File: src/logic/evp_pkg.sv
// package of the exception vector priority block: vector offsets, defaults, widths
// assumes nothing of its surroundings; imported by both design modules
package evp_pkg;
    // ************************************************************
    // widths
    // ************************************************************
    localparam int          EVP_VEC_W        = 16;
    localparam int          EVP_BYTE_W       = 8;
    // number of device specific I-maskable sources (offsets 0xF0 down to 0x82)
    localparam int          EVP_DEV_SRC_N    = 56;
    // ************************************************************
    // fixed reset vectors
    // ************************************************************
    localparam logic [15:0] EVP_VEC_RST_PIN  = 16'hFFFE;
    localparam logic [15:0] EVP_VEC_RST_CLK  = 16'hFFFC;
    localparam logic [15:0] EVP_VEC_RST_WDOG = 16'hFFFA;
    // ************************************************************
    // offsets from the vector base (low byte)
    // ************************************************************
    localparam logic [7:0]  EVP_OFS_TRAP     = 8'hF8;
    localparam logic [7:0]  EVP_OFS_SOFT     = 8'hF6;
    localparam logic [7:0]  EVP_OFS_XMASK    = 8'hF4;
    localparam logic [7:0]  EVP_OFS_LINK     = 8'hF2;
    localparam logic [7:0]  EVP_OFS_DEV_TOP  = 8'hF0;
    localparam logic [7:0]  EVP_OFS_DEV_BOT  = 8'h82;
    localparam logic [7:0]  EVP_OFS_SPUR     = 8'h80;
    localparam logic [7:0]  EVP_OFS_STEP     = 8'h02;
    // ************************************************************
    // vector base defaults
    // ************************************************************
    localparam logic [7:0]  EVP_BASE_RESET   = 8'hFF;
    localparam logic [7:0]  EVP_BASE_DEBUG   = 8'hFF;
    localparam logic [7:0]  EVP_BASE_LOW     = 8'h00;
endpackage : evp_pkg

File: src/logic/evp_imask_pick.sv
// priority picker over the device specific I-maskable sources
// assumes request and enable vectors are synchronous to the core clock
`timescale 1ns/1ps
`default_nettype none
module evp_imask_pick
    import evp_pkg::*;
#(
    parameter int N = EVP_DEV_SRC_N
) (
    input  wire logic [N-1:0] i_req,
    input  wire logic [N-1:0] i_en,
    output logic              o_hit,
    output logic [7:0]        o_ofs
);
    // index 0 sits at the top offset; lower index wins
    if (N < 1 || N > EVP_DEV_SRC_N) begin : g_bad_n
        $error("evp_imask_pick: N out of range");
    end

    logic [N-1:0] live;
    assign live = i_req & i_en;

    always_comb begin
        o_hit = 1'b0;
        o_ofs = EVP_OFS_SPUR;
        for (int k = N - 1; k >= 0; k--) begin
            if (live[k]) begin
                o_hit = 1'b1;
                o_ofs = 8'(EVP_OFS_DEV_TOP - 8'(k) * EVP_OFS_STEP);
            end
        end
    end
endmodule : evp_imask_pick
`default_nettype wire

File: src/logic/evp_top.sv
// exception vector priority decoder: ranks resets, trap, soft interrupt,
// X-maskable and I-maskable requests and supplies the winning 16-bit vector
// assumes the cpu holds i_vec_req until it sees o_vec_valid, then pulses i_vec_ack;
// wake sources other than async ones are gated by the clock controller
// the vector is chosen at the taking edge: a request that drops later still gets
// its vector, one that drops earlier falls back to the spurious vector
`timescale 1ns/1ps
`default_nettype none
module evp_top
    import evp_pkg::*;
#(
    parameter int N_DEV = EVP_DEV_SRC_N
) (
    input  wire logic             i_core_clk,
    input  wire logic             i_rst,
    // cpu side
    input  wire logic             i_vec_req,
    input  wire logic             i_vec_ack,
    input  wire logic             i_ccr_i_bit,
    input  wire logic             i_ccr_x_bit,
    input  wire logic             i_debug_active,
    input  wire logic             i_base_wr,
    input  wire logic [7:0]       i_base_wdata,
    input  wire logic             i_stop_mode,
    input  wire logic             i_wait_mode,
    // reset causes
    input  wire logic             i_rst_pin_req,
    input  wire logic             i_rst_clk_req,
    input  wire logic             i_rst_wdog_req,
    // exception requests
    input  wire logic             i_trap_req,
    input  wire logic             i_soft_req,
    input  wire logic             i_xmask_req,
    input  wire logic             i_link_req,
    input  wire logic             i_link_en,
    input  wire logic [N_DEV-1:0] i_dev_req,
    input  wire logic [N_DEV-1:0] i_dev_en,
    input  wire logic [N_DEV-1:0] i_dev_async,
    // outputs
    output logic [15:0]           o_vec_addr,
    output logic                  o_vec_valid,
    output logic [7:0]            o_base_rdata,
    output logic                  o_wake
);
    // a count beyond the offset range would alias onto the spurious vector
    if (N_DEV < 1 || N_DEV > EVP_DEV_SRC_N) begin : g_bad_count
        $error("evp_top: N_DEV out of range");
    end

    // ************************************************************
    // vector base register
    // ************************************************************
    logic [7:0] vector_base_reg;
    logic [7:0] vector_base_next;

    always_comb begin
        vector_base_next = vector_base_reg;
        if (i_base_wr) begin
            vector_base_next = i_base_wdata;
        end
    end

    always_ff @(posedge i_core_clk) begin
        if (i_rst) begin
            vector_base_reg <= EVP_BASE_RESET;
        end else begin
            vector_base_reg <= vector_base_next;
        end
    end

    logic [7:0] base_hi;
    // debug firmware must reach all non-maskable handlers at a fixed table
    assign base_hi = i_debug_active ? EVP_BASE_DEBUG : vector_base_reg;

    // ************************************************************
    // device source picker
    // ************************************************************
    logic       dev_hit;
    logic [7:0] dev_ofs;

    evp_imask_pick #(
        .N     (N_DEV)
    ) u_pick (
        .i_req (i_dev_req),
        .i_en  (i_dev_en),
        .o_hit (dev_hit),
        .o_ofs (dev_ofs)
    );

    // ************************************************************
    // qualification
    // ************************************************************
    logic high_pending;
    logic xmask_ok;
    logic imask_ok;
    logic link_ok;
    logic dev_ok;

    always_comb begin
        // X-maskable interrupt is gated by its own mask bit only
        xmask_ok     = i_xmask_req & ~i_ccr_x_bit;
        // a pending X-maskable request holds I-maskables off even while X masks it
        high_pending = i_trap_req | i_soft_req | i_xmask_req;
        // I-mask bit stays set inside a routine until software clears it
        imask_ok     = ~i_ccr_i_bit & ~high_pending;
        // the link source ranks above every device source
        link_ok      = i_link_req & i_link_en & imask_ok;
        dev_ok       = dev_hit & imask_ok;
    end

    // ************************************************************
    // priority decode
    // ************************************************************
    // one class per row of the vector table, one class for all device rows, listed from highest to lowest
    typedef enum logic [3:0] {
        EVP_CLS_RST_PIN,
        EVP_CLS_RST_CLK,
        EVP_CLS_RST_WDOG,
        EVP_CLS_TRAP,
        EVP_CLS_SOFT,
        EVP_CLS_XMASK,
        EVP_CLS_LINK,
        EVP_CLS_DEV,
        EVP_CLS_SPUR
    } evp_class_e;

    evp_class_e  win_cls;
    logic [15:0] win_vec;

    always_comb begin
        // higher address is checked first so it wins
        if (i_rst_pin_req) begin
            win_cls = EVP_CLS_RST_PIN;
        end else if (i_rst_clk_req) begin
            win_cls = EVP_CLS_RST_CLK;
        end else if (i_rst_wdog_req) begin
            win_cls = EVP_CLS_RST_WDOG;
        end else if (i_trap_req) begin
            win_cls = EVP_CLS_TRAP;
        end else if (i_soft_req) begin
            win_cls = EVP_CLS_SOFT;
        end else if (xmask_ok) begin
            win_cls = EVP_CLS_XMASK;
        end else if (link_ok) begin
            win_cls = EVP_CLS_LINK;
        end else if (dev_ok) begin
            win_cls = EVP_CLS_DEV;
        end else begin
            // request vanished before the fetch
            win_cls = EVP_CLS_SPUR;
        end
    end

    // ************************************************************
    // class to vector map
    // ************************************************************
    // reset vectors are absolute so a rewritten base can never move them
    always_comb begin
        case (win_cls)
            EVP_CLS_RST_PIN: begin
                win_vec = EVP_VEC_RST_PIN;
            end
            EVP_CLS_RST_CLK: begin
                win_vec = EVP_VEC_RST_CLK;
            end
            EVP_CLS_RST_WDOG: begin
                win_vec = EVP_VEC_RST_WDOG;
            end
            EVP_CLS_TRAP: begin
                win_vec = {base_hi, EVP_OFS_TRAP};
            end
            EVP_CLS_SOFT: begin
                win_vec = {base_hi, EVP_OFS_SOFT};
            end
            EVP_CLS_XMASK: begin
                win_vec = {base_hi, EVP_OFS_XMASK};
            end
            EVP_CLS_LINK: begin
                win_vec = {base_hi, EVP_OFS_LINK};
            end
            EVP_CLS_DEV: begin
                win_vec = {base_hi, dev_ofs};
            end
            EVP_CLS_SPUR: begin
                win_vec = {base_hi, EVP_OFS_SPUR};
            end
            default: begin
                win_vec = {base_hi, EVP_OFS_SPUR};
            end
        endcase
    end

    // ************************************************************
    // vector handshake
    // ************************************************************
    typedef enum logic [0:0] {
        EVP_IDLE,
        EVP_HOLD
    } evp_state_e;

    evp_state_e  state_reg;
    evp_state_e  state_next;
    logic [15:0] vec_reg;
    logic [15:0] vec_next;
    logic        valid_reg;
    logic        valid_next;

    always_comb begin
        state_next = state_reg;
        vec_next   = vec_reg;
        valid_next = valid_reg;
        case (state_reg)
            EVP_IDLE: begin
                if (i_vec_req) begin
                    vec_next   = win_vec;
                    valid_next = 1'b1;
                    state_next = EVP_HOLD;
                end
            end
            EVP_HOLD: begin
                // vector frozen until taken, later requests cannot disturb it
                if (i_vec_ack) begin
                    valid_next = 1'b0;
                    state_next = EVP_IDLE;
                end
            end
            default: begin
                valid_next = 1'b0;
                state_next = EVP_IDLE;
            end
        endcase
    end

    always_ff @(posedge i_core_clk) begin
        if (i_rst) begin
            state_reg <= EVP_IDLE;
            vec_reg   <= EVP_VEC_RST_PIN;
            valid_reg <= 1'b0;
        end else begin
            state_reg <= state_next;
            vec_reg   <= vec_next;
            valid_reg <= valid_next;
        end
    end

    // ************************************************************
    // wake-up
    // ************************************************************
    logic [N_DEV-1:0] dev_wake_src;
    logic             link_wake;
    logic             wake_next;
    logic             wake_reg;

    always_comb begin
        wake_next    = 1'b0;
        // in stop only sources flagged asynchronous may wake; link counts as clocked
        dev_wake_src = i_dev_req & i_dev_en;
        if (i_stop_mode) begin
            dev_wake_src = dev_wake_src & i_dev_async;
        end
        link_wake    = link_ok & ~i_stop_mode;
        // the I bit masks every source from waking, as it does in run mode
        if ((i_stop_mode | i_wait_mode) && !i_ccr_i_bit) begin
            wake_next = link_wake | (|dev_wake_src);
        end
    end

    always_ff @(posedge i_core_clk) begin
        if (i_rst) begin
            wake_reg <= 1'b0;
        end else begin
            wake_reg <= wake_next;
        end
    end

    // ************************************************************
    // outputs, each straight from a register
    // ************************************************************
    assign o_vec_addr   = vec_reg;
    assign o_vec_valid  = valid_reg;
    assign o_base_rdata = vector_base_reg;
    assign o_wake       = wake_reg;
endmodule : evp_top
`default_nettype wire

File: config.mk
export PLATFORM = sky130hd
export DESIGN_NAME = evp_top
export DESIGN_NICKNAME = d
export VERILOG_FILES = /design/src/logic/evp_pkg.sv /design/src/logic/evp_imask_pick.sv /design/src/logic/evp_top.sv
export SDC_FILE = /design/constraint.sdc
export NUM_CORES = 1
export LEC_CHECK = 0
export CORE_AREA = 2 2 84 86
export CTS_BUF_LIST = sky130_fd_sc_hd__clkbuf_8
export DETAILED_ROUTE_END_ITERATION = 6
export DIE_AREA = 0 0 86 88
export DONT_BUFFER_PORTS = 1
export PLACE_DENSITY_LB_ADDON = 0.05
export SLEW_MARGIN = 20
export SYNTH_ARGS = -nofsm -noshare
export SYNTH_HDL_FRONTEND = slang
export SYNTH_SLANG_ARGS = --single-unit
export TNS_END_PERCENT = 1
File: constraint.sdc
create_clock -name i_core_clk -period 2.5 [get_ports i_core_clk]
set_input_delay 0.125 -clock i_core_clk [delete_from_list [all_inputs] [get_ports i_core_clk]]
set_output_delay 0.125 -clock i_core_clk [all_outputs]
set_load 0.02 [all_outputs]
==> impl_metrics.toml, run 1 <==
[worst_setup_path]
required_ns = 2.69
worst-path-buf-inv = 0
max_stage_delay_ns = 0.36
critical_path.slowest_cell = "or3_1"
cp_common_cell = "nand2_1"
cp-start-kind = "flip-flop"
r2r_slack_ns = 0.58
critPathKind = "reg -> reg"
cp_cell_sequence = "nand2b_2, or3_1, nor3_1, nand2_1, nor2b_2, nand2_1, o31ai_1"
cpLargestDelayFamily = "simple AND/OR/NAND/NOR gates"
cp_max_fo = 6
cp-end-kind = "flip-flop"
crit_arrival_ns = 2.11

[sta]
clock.fmax_ghz = 0.520
min_period_over_period_pct = 76.9
drv_slew = 0
finalHoldViolCount = 0
skew_ns = 0.00479
max_slew.worst_pin.slew_ns = 0.759
min_period_ns = 1.92
slew_headroom_pct = 49.2
rsz0062_at_grt = "false"
finalSetupTns_ns = 0
hold_slack_ns = 0.0264
setup_violations = 0

[pwr]
p_per_area_nw_per_um2 = 370
p_leak_nw = 0.975
power.total_mw = 1.01
peakVddDrop_v = 0.000190

[die]
start_util_pct = 37.9
die_w_um = 86
dieArea_um2 = 7570
row_count = 30
io_pins = 220
die_y_um = 88
core_area_um2 = 6640

[logic_synthesis]
synth_edf_count = 0
postSynthAreaPerCell_um2 = 7.01
yosys_most_used_dff = "dfxtp_1"
netlist_area_um2 = 2510
synth_warnings = 0
syn-num-nets = 553
yosysUniqueCellTypes = 55
synth_seq_area_share_pct = 19.9
syn_inst = 359
ys_ff_latch = 25
synthArstFlopShare_pct = 0

[finish]
largest_register_ff_count = 14
layout_commonest_cell = "nand3_1"
seq_area_um2 = 500
final_cell_mix = "nand3_1, nand2_1, dfxtp_1, a22oi_1, a21oi_1"
drive_gt1_share_pct = 5.16
finalNonFillerCells = 448
area_growth_syn_to_layout_pct = 8.66
multi_input_area_um2 = 1940
diodes = 0
final_area_um2 = 2730
num-nets-final = 563
final.fill_count = 742

[global_routing]
grt-ovfl-total = 0
grt_max_degree = 23
grt_pass1_wl_um = 15800
grt_usage_pct = 27.1
grt_antenna_before_repair = 0
first_global_vias = 3011

[detailed_routing]
viasPerCell = 6.85
maxUsedRoutingLayer = "met4"
wire_per_inst_um = 24.6
met2RoutedLength_um = 5700
wl_met1_um = 4100
routed_wirelength_um = 11000
drc = 0
drt_iter0_drc = 180
dr.pass1.iters = 5
ant_nets = 0
wl_met3_um = 938
vias = 3070

[place]
hpwl_um = 9500
io_buffers = 0
place_area_um2 = 2570
placed_cells = 433
place_congestion = 0.937

[status]
run_status = "complete, no violations"

[clock_tree]
root_buffer = "clkbuf_8"
cts_tree = "yes"
post_cts_buffers = 0
clockBufferDepth = 2
htree_num_levels = 1
path_clk_slew_ns = 0.09
clock_latency_ns = 0.27
cts_sinks = 25
cts_made_buffers = 3
cts_resized = 0

[hold_path]
hp-class = "in -> reg"

[flow_run]
max_cap_viol_count = 0
==> cells in the mapped netlist, types with 2 or more instances <==
master / n / share of area [%]
a22o_1: 8 / 2.8
inv_1: 7 / 1.0
o211ai_1: 5 / 1.5
o21ba_2: 2 / 0.80
nand2b_1: 9 / 2.2
a21oi_1: 18 / 3.6
nor3_1: 3 / 0.60
conb_1: 2 / 0.30
o2111ai_1: 2 / 0.70
and2_1: 3 / 0.75
o21bai_1: 2 / 0.60
o21ai_0: 9 / 1.8
buf_4: 2 / 0.60
a221o_1: 2 / 0.80
a32o_1: 6 / 2.4
nand4_2: 2 / 0.99
o21ai_1: 2 / 0.40
nor4_1: 8 / 2.0
nand3_1: 61 / 12
buf_6: 2 / 0.90
nand4_1: 17 / 4.2
clkbuf_1: 3 / 0.45
and4_1: 2 / 0.70
a22oi_1: 23 / 6.9
o31ai_1: 3 / 0.90
nand2_1: 55 / 8.2
or3_1: 3 / 0.75
a211oi_1: 6 / 1.8
a211o_1: 8 / 2.8
a222oi_1: 3 / 1.2
o22ai_1: 8 / 2.0
dfxtp_1: 25 / 20
nor2_1: 15 / 2.2
a32oi_1: 2 / 0.70
a31oi_1: 4 / 0.99
nor2b_1: 8 / 2.0
==> cell type report <==
class	instances	area share [%]
sequential	25	18.3
multi-input combinational	320	71.0
clock inverter	1	0.275
clock buffer	3	1.51
timing repair buffer	12	4.30
inverter	7	0.962
tap	80	3.66
==> worst reg2reg max path, stage by stage, from the launching register on <==
cell,delay [ns]
dfxtp_1,0.33
nand2b_2,0.23
or3_1,0.36
nor3_1,0.29
nand2_1,0.14
nor2b_2,0.18
nand2_1,0.09
o31ai_1,0.22
==> worst paths after layout <==
path	from	to	cells past startpoint
worst max-delay path	state_reg	o_vec_addr[3]	7
worst min-delay path	i_vec_req	state_reg	2
worst max register to register	state_reg	o_vec_addr[3]	7
worst min register to register	state_reg	o_vec_valid	3
==> what timing repair did <==
| action | 4_1_cts | 5_1_grt |
|---|---|---|
| endpoints found under the hold margin | 22 | 0 |
| hold buffers | 11 | 0 |
| setup endpoints to repair | 0 | 0 |
==> through the flow <==
stage	setup WS (ns)	utilization (%)
floorplan	0.754	-
global placement	0.511	38.7
detailed placement	0.486	38.7
CTS	0.558	41.1
global route	0.400	41.1
finish	0.576	41.1
==> power by group <==
group	internal (mW)	total [mW]	switching, mW	leakage (nW)
combinational	0.141	0.316	0.174	0.748
sequential	0.417	0.453	0.0358	0.206
clock	0.113	0.244	0.131	0.0217
total	0.671	1.01	0.341	0.975
==> logic make-up (layout without fill, tap and decap cells) <==
| kind of cell | count (synthesis) | count (layout) | synth area share (%) |
|---|---|---|---|
| AO/OA/AOI/OAI | 123 | 123 | 36.4 |
| buffers and inverters | 14 | 23 | 2.98 |
| flip-flops | 25 | 25 | 19.9 |
| other | 2 | 2 | 0.299 |
| AND/OR/NAND/NOR | 195 | 195 | 40.4 |
==> metal layers <==
layer  vias up  track usage (%)
li1       1451                -
met1      1439             31.5
met2       166             49.9
met3        14             5.37
met4         0             8.51
met5         -                0
No activity file was read; power rests on OpenSTA's default activity.
==> inputs of run 2 (changes only) <==
CORE_AREA = 2 2 86 88   (was 2 2 84 86)
DIE_AREA = 0 0 88 90   (was 0 0 86 88)
clock period = 1.65 ns   (was 2.5 ns; I/O delays follow)
==> impl_metrics.toml, run 2 (synthesis results as in run 1) <==
[place]
place_congestion = 0.912
hpwl_um = 9930
placed_cells = 482
io_buffers = 0
place_area_um2 = 2820

[global_routing]
grt_antenna_before_repair = 0
first_global_vias = 3227
grt_max_degree = 23
grt_usage_pct = 27.3
grt_pass1_wl_um = 16700
grt-ovfl-total = 0

[sta]
rsz0062_at_grt = "true"
setup_violations = 0
clock.fmax_ghz = 0.625
slew_headroom_pct = 48.2
drv_slew = 0
min_period_ns = 1.60
finalHoldViolCount = 0
min_period_over_period_pct = 97.0
skew_ns = 0.0117
max_slew.worst_pin.slew_ns = 0.774

[worst_setup_path]
required_ns = 1.85
critPathKind = "reg -> reg"
reg2reg_to = "o_vec_addr[1]"
startpoint = "state_reg"
cp_max_fo = 3
cp-start-kind = "flip-flop"
cp-end-kind = "flip-flop"
reg2regPathDepth = 7
crit_end = "o_vec_addr[1]"
r2r_slack_ns = 0.05
timing.rr.start = "state_reg"
crit_arrival_ns = 1.80

[detailed_routing]
dr.pass1.iters = 5
vias = 3224
routed_wirelength_um = 11600
drc = 0
drt_iter0_drc = 170
ant_nets = 0
viasPerCell = 6.44
wire_per_inst_um = 23.2

[die]
die_w_um = 88
core_area_um2 = 7020
dieArea_um2 = 7920
row_count = 31
start_util_pct = 35.8
die_y_um = 90
io_pins = 220

[finish]
final_cell_mix = "nand3_1, nand2_1, buf_4, dfxtp_1, a22oi_1"
num-nets-final = 597
multi_input_area_um2 = 1990
drive_gt1_share_pct = 14.9
finalNonFillerCells = 501
final.fill_count = 759
seq_area_um2 = 502
largest_register_ff_count = 14
final_area_um2 = 3070
diodes = 0
area_growth_syn_to_layout_pct = 22.1
layout_commonest_cell = "nand3_1"
post-route-util_pct = 43.7

[clock_tree]
clock_latency_ns = 0.28
path_clk_slew_ns = 0.09
root_buffer = "clkbuf_8"
cts_sinks = 25
clockBufferDepth = 2
cts_made_buffers = 3
cts_tree = "yes"
htree_num_levels = 1

[pwr]
power.total_mw = 1.63
p_per_area_nw_per_um2 = 532
p_leak_nw = 1.16
peakVddDrop_v = 0.000283

[flow_run]
max_cap_viol_count = 0

[hold_path]
hp-class = "in -> reg"
hold_depth = 3

[status]
run_status = "complete, no violations"
[run 2: cell count changes in the layout (fill, tap and decap cells not counted), sizes merged]
cell and delta:
buf +33, clkinvlp -1, dlygate4sd3 +1, inv +1
[run 2: layout make-up]
type | count | area share [%]
clock buffers | 3 | 1.34
multi-input cells | 320 | 64.9
inverters | 7 | 0.856
flip-flops and latches | 25 | 16.3
clock inverters | 1 | 0.285
well taps | 99 | 4.03
repair buffers | 46 | 12.2
[run 2: worst min path at each step]
| stage | start | endpoint | slack [ns] |
|---|---|---|---|
| after floorplan | i_ccr_i_bit | o_wake | 0.16 |
| after global placement | i_rst | state_reg | 0.16 |
| after detailed placement | i_rst | o_vec_valid | 0.16 |
| after CTS | i_base_wr | o_base_rdata[2] | 0.007 |
| after global routing | i_wait_mode | o_wake | 0.02 |
| final | i_vec_ack | state_reg | 0.005 |
[run 2: power breakdown]
part | leakage [nW] | switching, mW | total [mW] | internal (mW)
Sequential | 0.206 | 0.0528 | 0.685 | 0.632
Combinational | 0.927 | 0.287 | 0.562 | 0.275
Clock | 0.0261 | 0.209 | 0.386 | 0.177
[run 2: worst max-delay path, stage by stage, from the launching register on]
cell and delay [ns]:
dfxtp_2 0.33, nand2b_4 0.13, or3_4 0.39, nor3_4 0.16, buf_4 0.15, and4_4 0.23
o311ai_4 0.08, o211ai_2 0.08
[run 2: timing repair]
| item | 4_1_cts | 5_1_grt |
|---|---|---|
| hold endpoints to repair | 22 | 0 |
| hold buffers | 12 | 0 |
| setup endpoints to repair | 10 | 7 |
| gates resized for setup | 4 | 7 |
| setup buffers | 1 | 2 |
| pin swaps | 2 | 4 |
[run 2: through the flow]
| step | hold slack (ns) | TNS (ns) | setup WS, ns |
|---|---|---|---|
| floorplan | 0.161 | -0.00264 | -0.00264 |
| global placement | 0.160 | -0.507 | -0.0989 |
| detailed placement | 0.160 | -0.561 | -0.124 |
| CTS | 0.00685 | -0.0220 | -0.0220 |
| global route | 0.0188 | -0.0630 | -0.0277 |
| finish | 0.00456 | 0 | 0.0490 |
[run 2: per-layer routing]
metal | global-route usage (%) | vias to the layer above | wire [um]
met5 | 0 | - | 0
met4 | 9.36 | 0 | 293
met3 | 5.69 | 14 | 1120
met2 | 49.3 | 186 | 5940
met1 | 31.1 | 1504 | 4270
li1 | - | 1520 | -
==> inputs of run 3 (changes only) <==
CORE_AREA = 2 2 84 86   (was 2 2 86 88)
CTS_BUF_LIST = default   (was sky130_fd_sc_hd__clkbuf_8)
DIE_AREA = 0 0 86 88   (was 0 0 88 90)
==> impl_metrics.toml, run 3 (synthesis results as in run 1) <==
[finish]
drive_gt1_share_pct = 15.0
final_cell_mix = "nand3_1, nand2_1, buf_4, dfxtp_1, a22oi_1"
num-nets-final = 596
layout_commonest_cell = "nand3_1"
largest_register_ff_count = 14
diodes = 0
area_growth_syn_to_layout_pct = 21.4

[clock_tree]
path_clk_slew_ns = 0.08
clockBufferDepth = 2
cts_made_buffers = 3
cts_sinks = 25
htree_num_levels = 1
cts_tree = "yes"
clock_latency_ns = 0.27
root_buffer = "clkbuf_8"

[worst_setup_path]
worst-path-buf-inv = 1
cp-start-kind = "flip-flop"
max_stage_delay_ns = 0.36
required_ns = 1.85
cp_max_fo = 6
cp_cell_sequence = "nand2b_4, or3_4, nor3_4, buf_4, and4_4, o311ai_4, o211ai_2"
cp-end-kind = "flip-flop"
crit_arrival_ns = 1.83
critical_path.slowest_cell = "or3_4"
critPathKind = "reg -> reg"
cpLargestDelayFamily = "simple AND/OR/NAND/NOR gates"

[pwr]
seq_power_share_pct = 42.6
clockPowerShare_pct = 22.5
switching_share_pct = 33.1
switching_power_mw = 0.534
peakVddDrop_v = 0.000275
comb_power_share_pct = 35.0
p_int_mw = 1.08
power.total_mw = 1.61
p_leak_nw = 1.15
p_per_area_nw_per_um2 = 528

[die]
die_w_um = 86
io_pins = 220
row_count = 30
start_util_pct = 37.9
dieArea_um2 = 7570
die_y_um = 88
core_area_um2 = 6640

[sta]
slew_headroom_pct = 49.5
min_period_over_period_pct = 98.7
min_period_ns = 1.63
finalHoldViolCount = 1
hold_slack_ns = -0.00851
setup_violations = 0
drv_slew = 0
fin_ws_ns = 0.0216
rsz0062_at_grt = "true"
clock.fmax_ghz = 0.614
skew_ns = 0.00581
max_slew.worst_pin.slew_ns = 0.755

[place]
dp_slack_ns = -0.166
hpwl_um = 9630
place_congestion = 1.02
io_buffers = 0

[global_routing]
grt_usage_pct = 27.0
grt_pass1_wl_um = 15800
first_global_vias = 3162
grt_max_degree = 23
grt-ovfl-total = 0
grt_antenna_before_repair = 0

[status]
run_status = "finished, violations left"
violations = "hold timing"

[detailed_routing]
drc = 0
vias = 3213
wire_per_inst_um = 23.3
routed_wirelength_um = 11200
drt_iter0_drc = 174
viasPerCell = 6.68
ant_nets = 0
dr.pass1.iters = 6

[hold_path]
hp-class = "in -> reg"

[flow_run]
max_cap_viol_count = 0
## run 3: repair_timing
action,4_1_cts,5_1_grt
setup buffers,1,1
endpoints found under the hold margin,22,0
resized for setup,7,6
pin swaps,3,2
setup endpoints to repair,13,10
hold buffers,13,0
## run 3: layer usage
metal	GRT usage, %	share of wire [%]	wire length (um)
met1	31.0	37	4170
met2	49.5	50	5650
met3	4.71	9.0	1010
met4	11.3	3.3	372
met5	0	0	0
## run 3: worst paths after layout
| check | startpoint | slack, ns | endpoint | cells past startpoint |
|---|---|---|---|---|
| max | state_reg | 0.02 | o_vec_addr[1] | 7 |
| min | i_stop_mode | -0.009 | o_wake | 2 |
| max reg2reg | state_reg | 0.02 | o_vec_addr[1] | 7 |
| min reg2reg | state_reg | 0.55 | state_reg | 2 |
## run 3: stage by stage
| stage | std cells | setup TNS (ns) | utilization, % | area (um^2) |
|---|---|---|---|---|
| floorplan | 359 | -0.00264 | - | 2510 |
| global placement | 462 | -0.786 | 42.0 | 2790 |
| detailed placement | 462 | -1.47 | 42.0 | 2790 |
| CTS | 480 | -0.00871 | 45.3 | 3010 |
| global route | 481 | -0.237 | 46.0 | 3050 |
| finish | 481 | 0 | 46.0 | 3050 |
## run 3: area by class of cell
cell class / count / area (um^2)
tap: 80 / 100
timing repair buffer: 45 / 370
clock inverter: 1 / 7.51
inverter: 7 / 26.3
fill: 703 / 3590
multi-input combinational: 320 / 2010
clock buffer: 3 / 41.3
sequential: 25 / 502
## run 3: power groups by stage
| stage | sequential, mW | clock [mW] | combinational [mW] |
|---|---|---|---|
| 2_1_floorplan | 0.693 | 0 | 0.355 |
| 3_3_place_gp | 0.700 | 0 | 0.509 |
| 3_5_place_dp | 0.700 | 0 | 0.508 |
| 4_1_cts | 0.686 | 0.382 | 0.551 |
| 5_1_grt | 0.690 | 0.407 | 0.612 |
| 6_report | 0.686 | 0.362 | 0.563 |
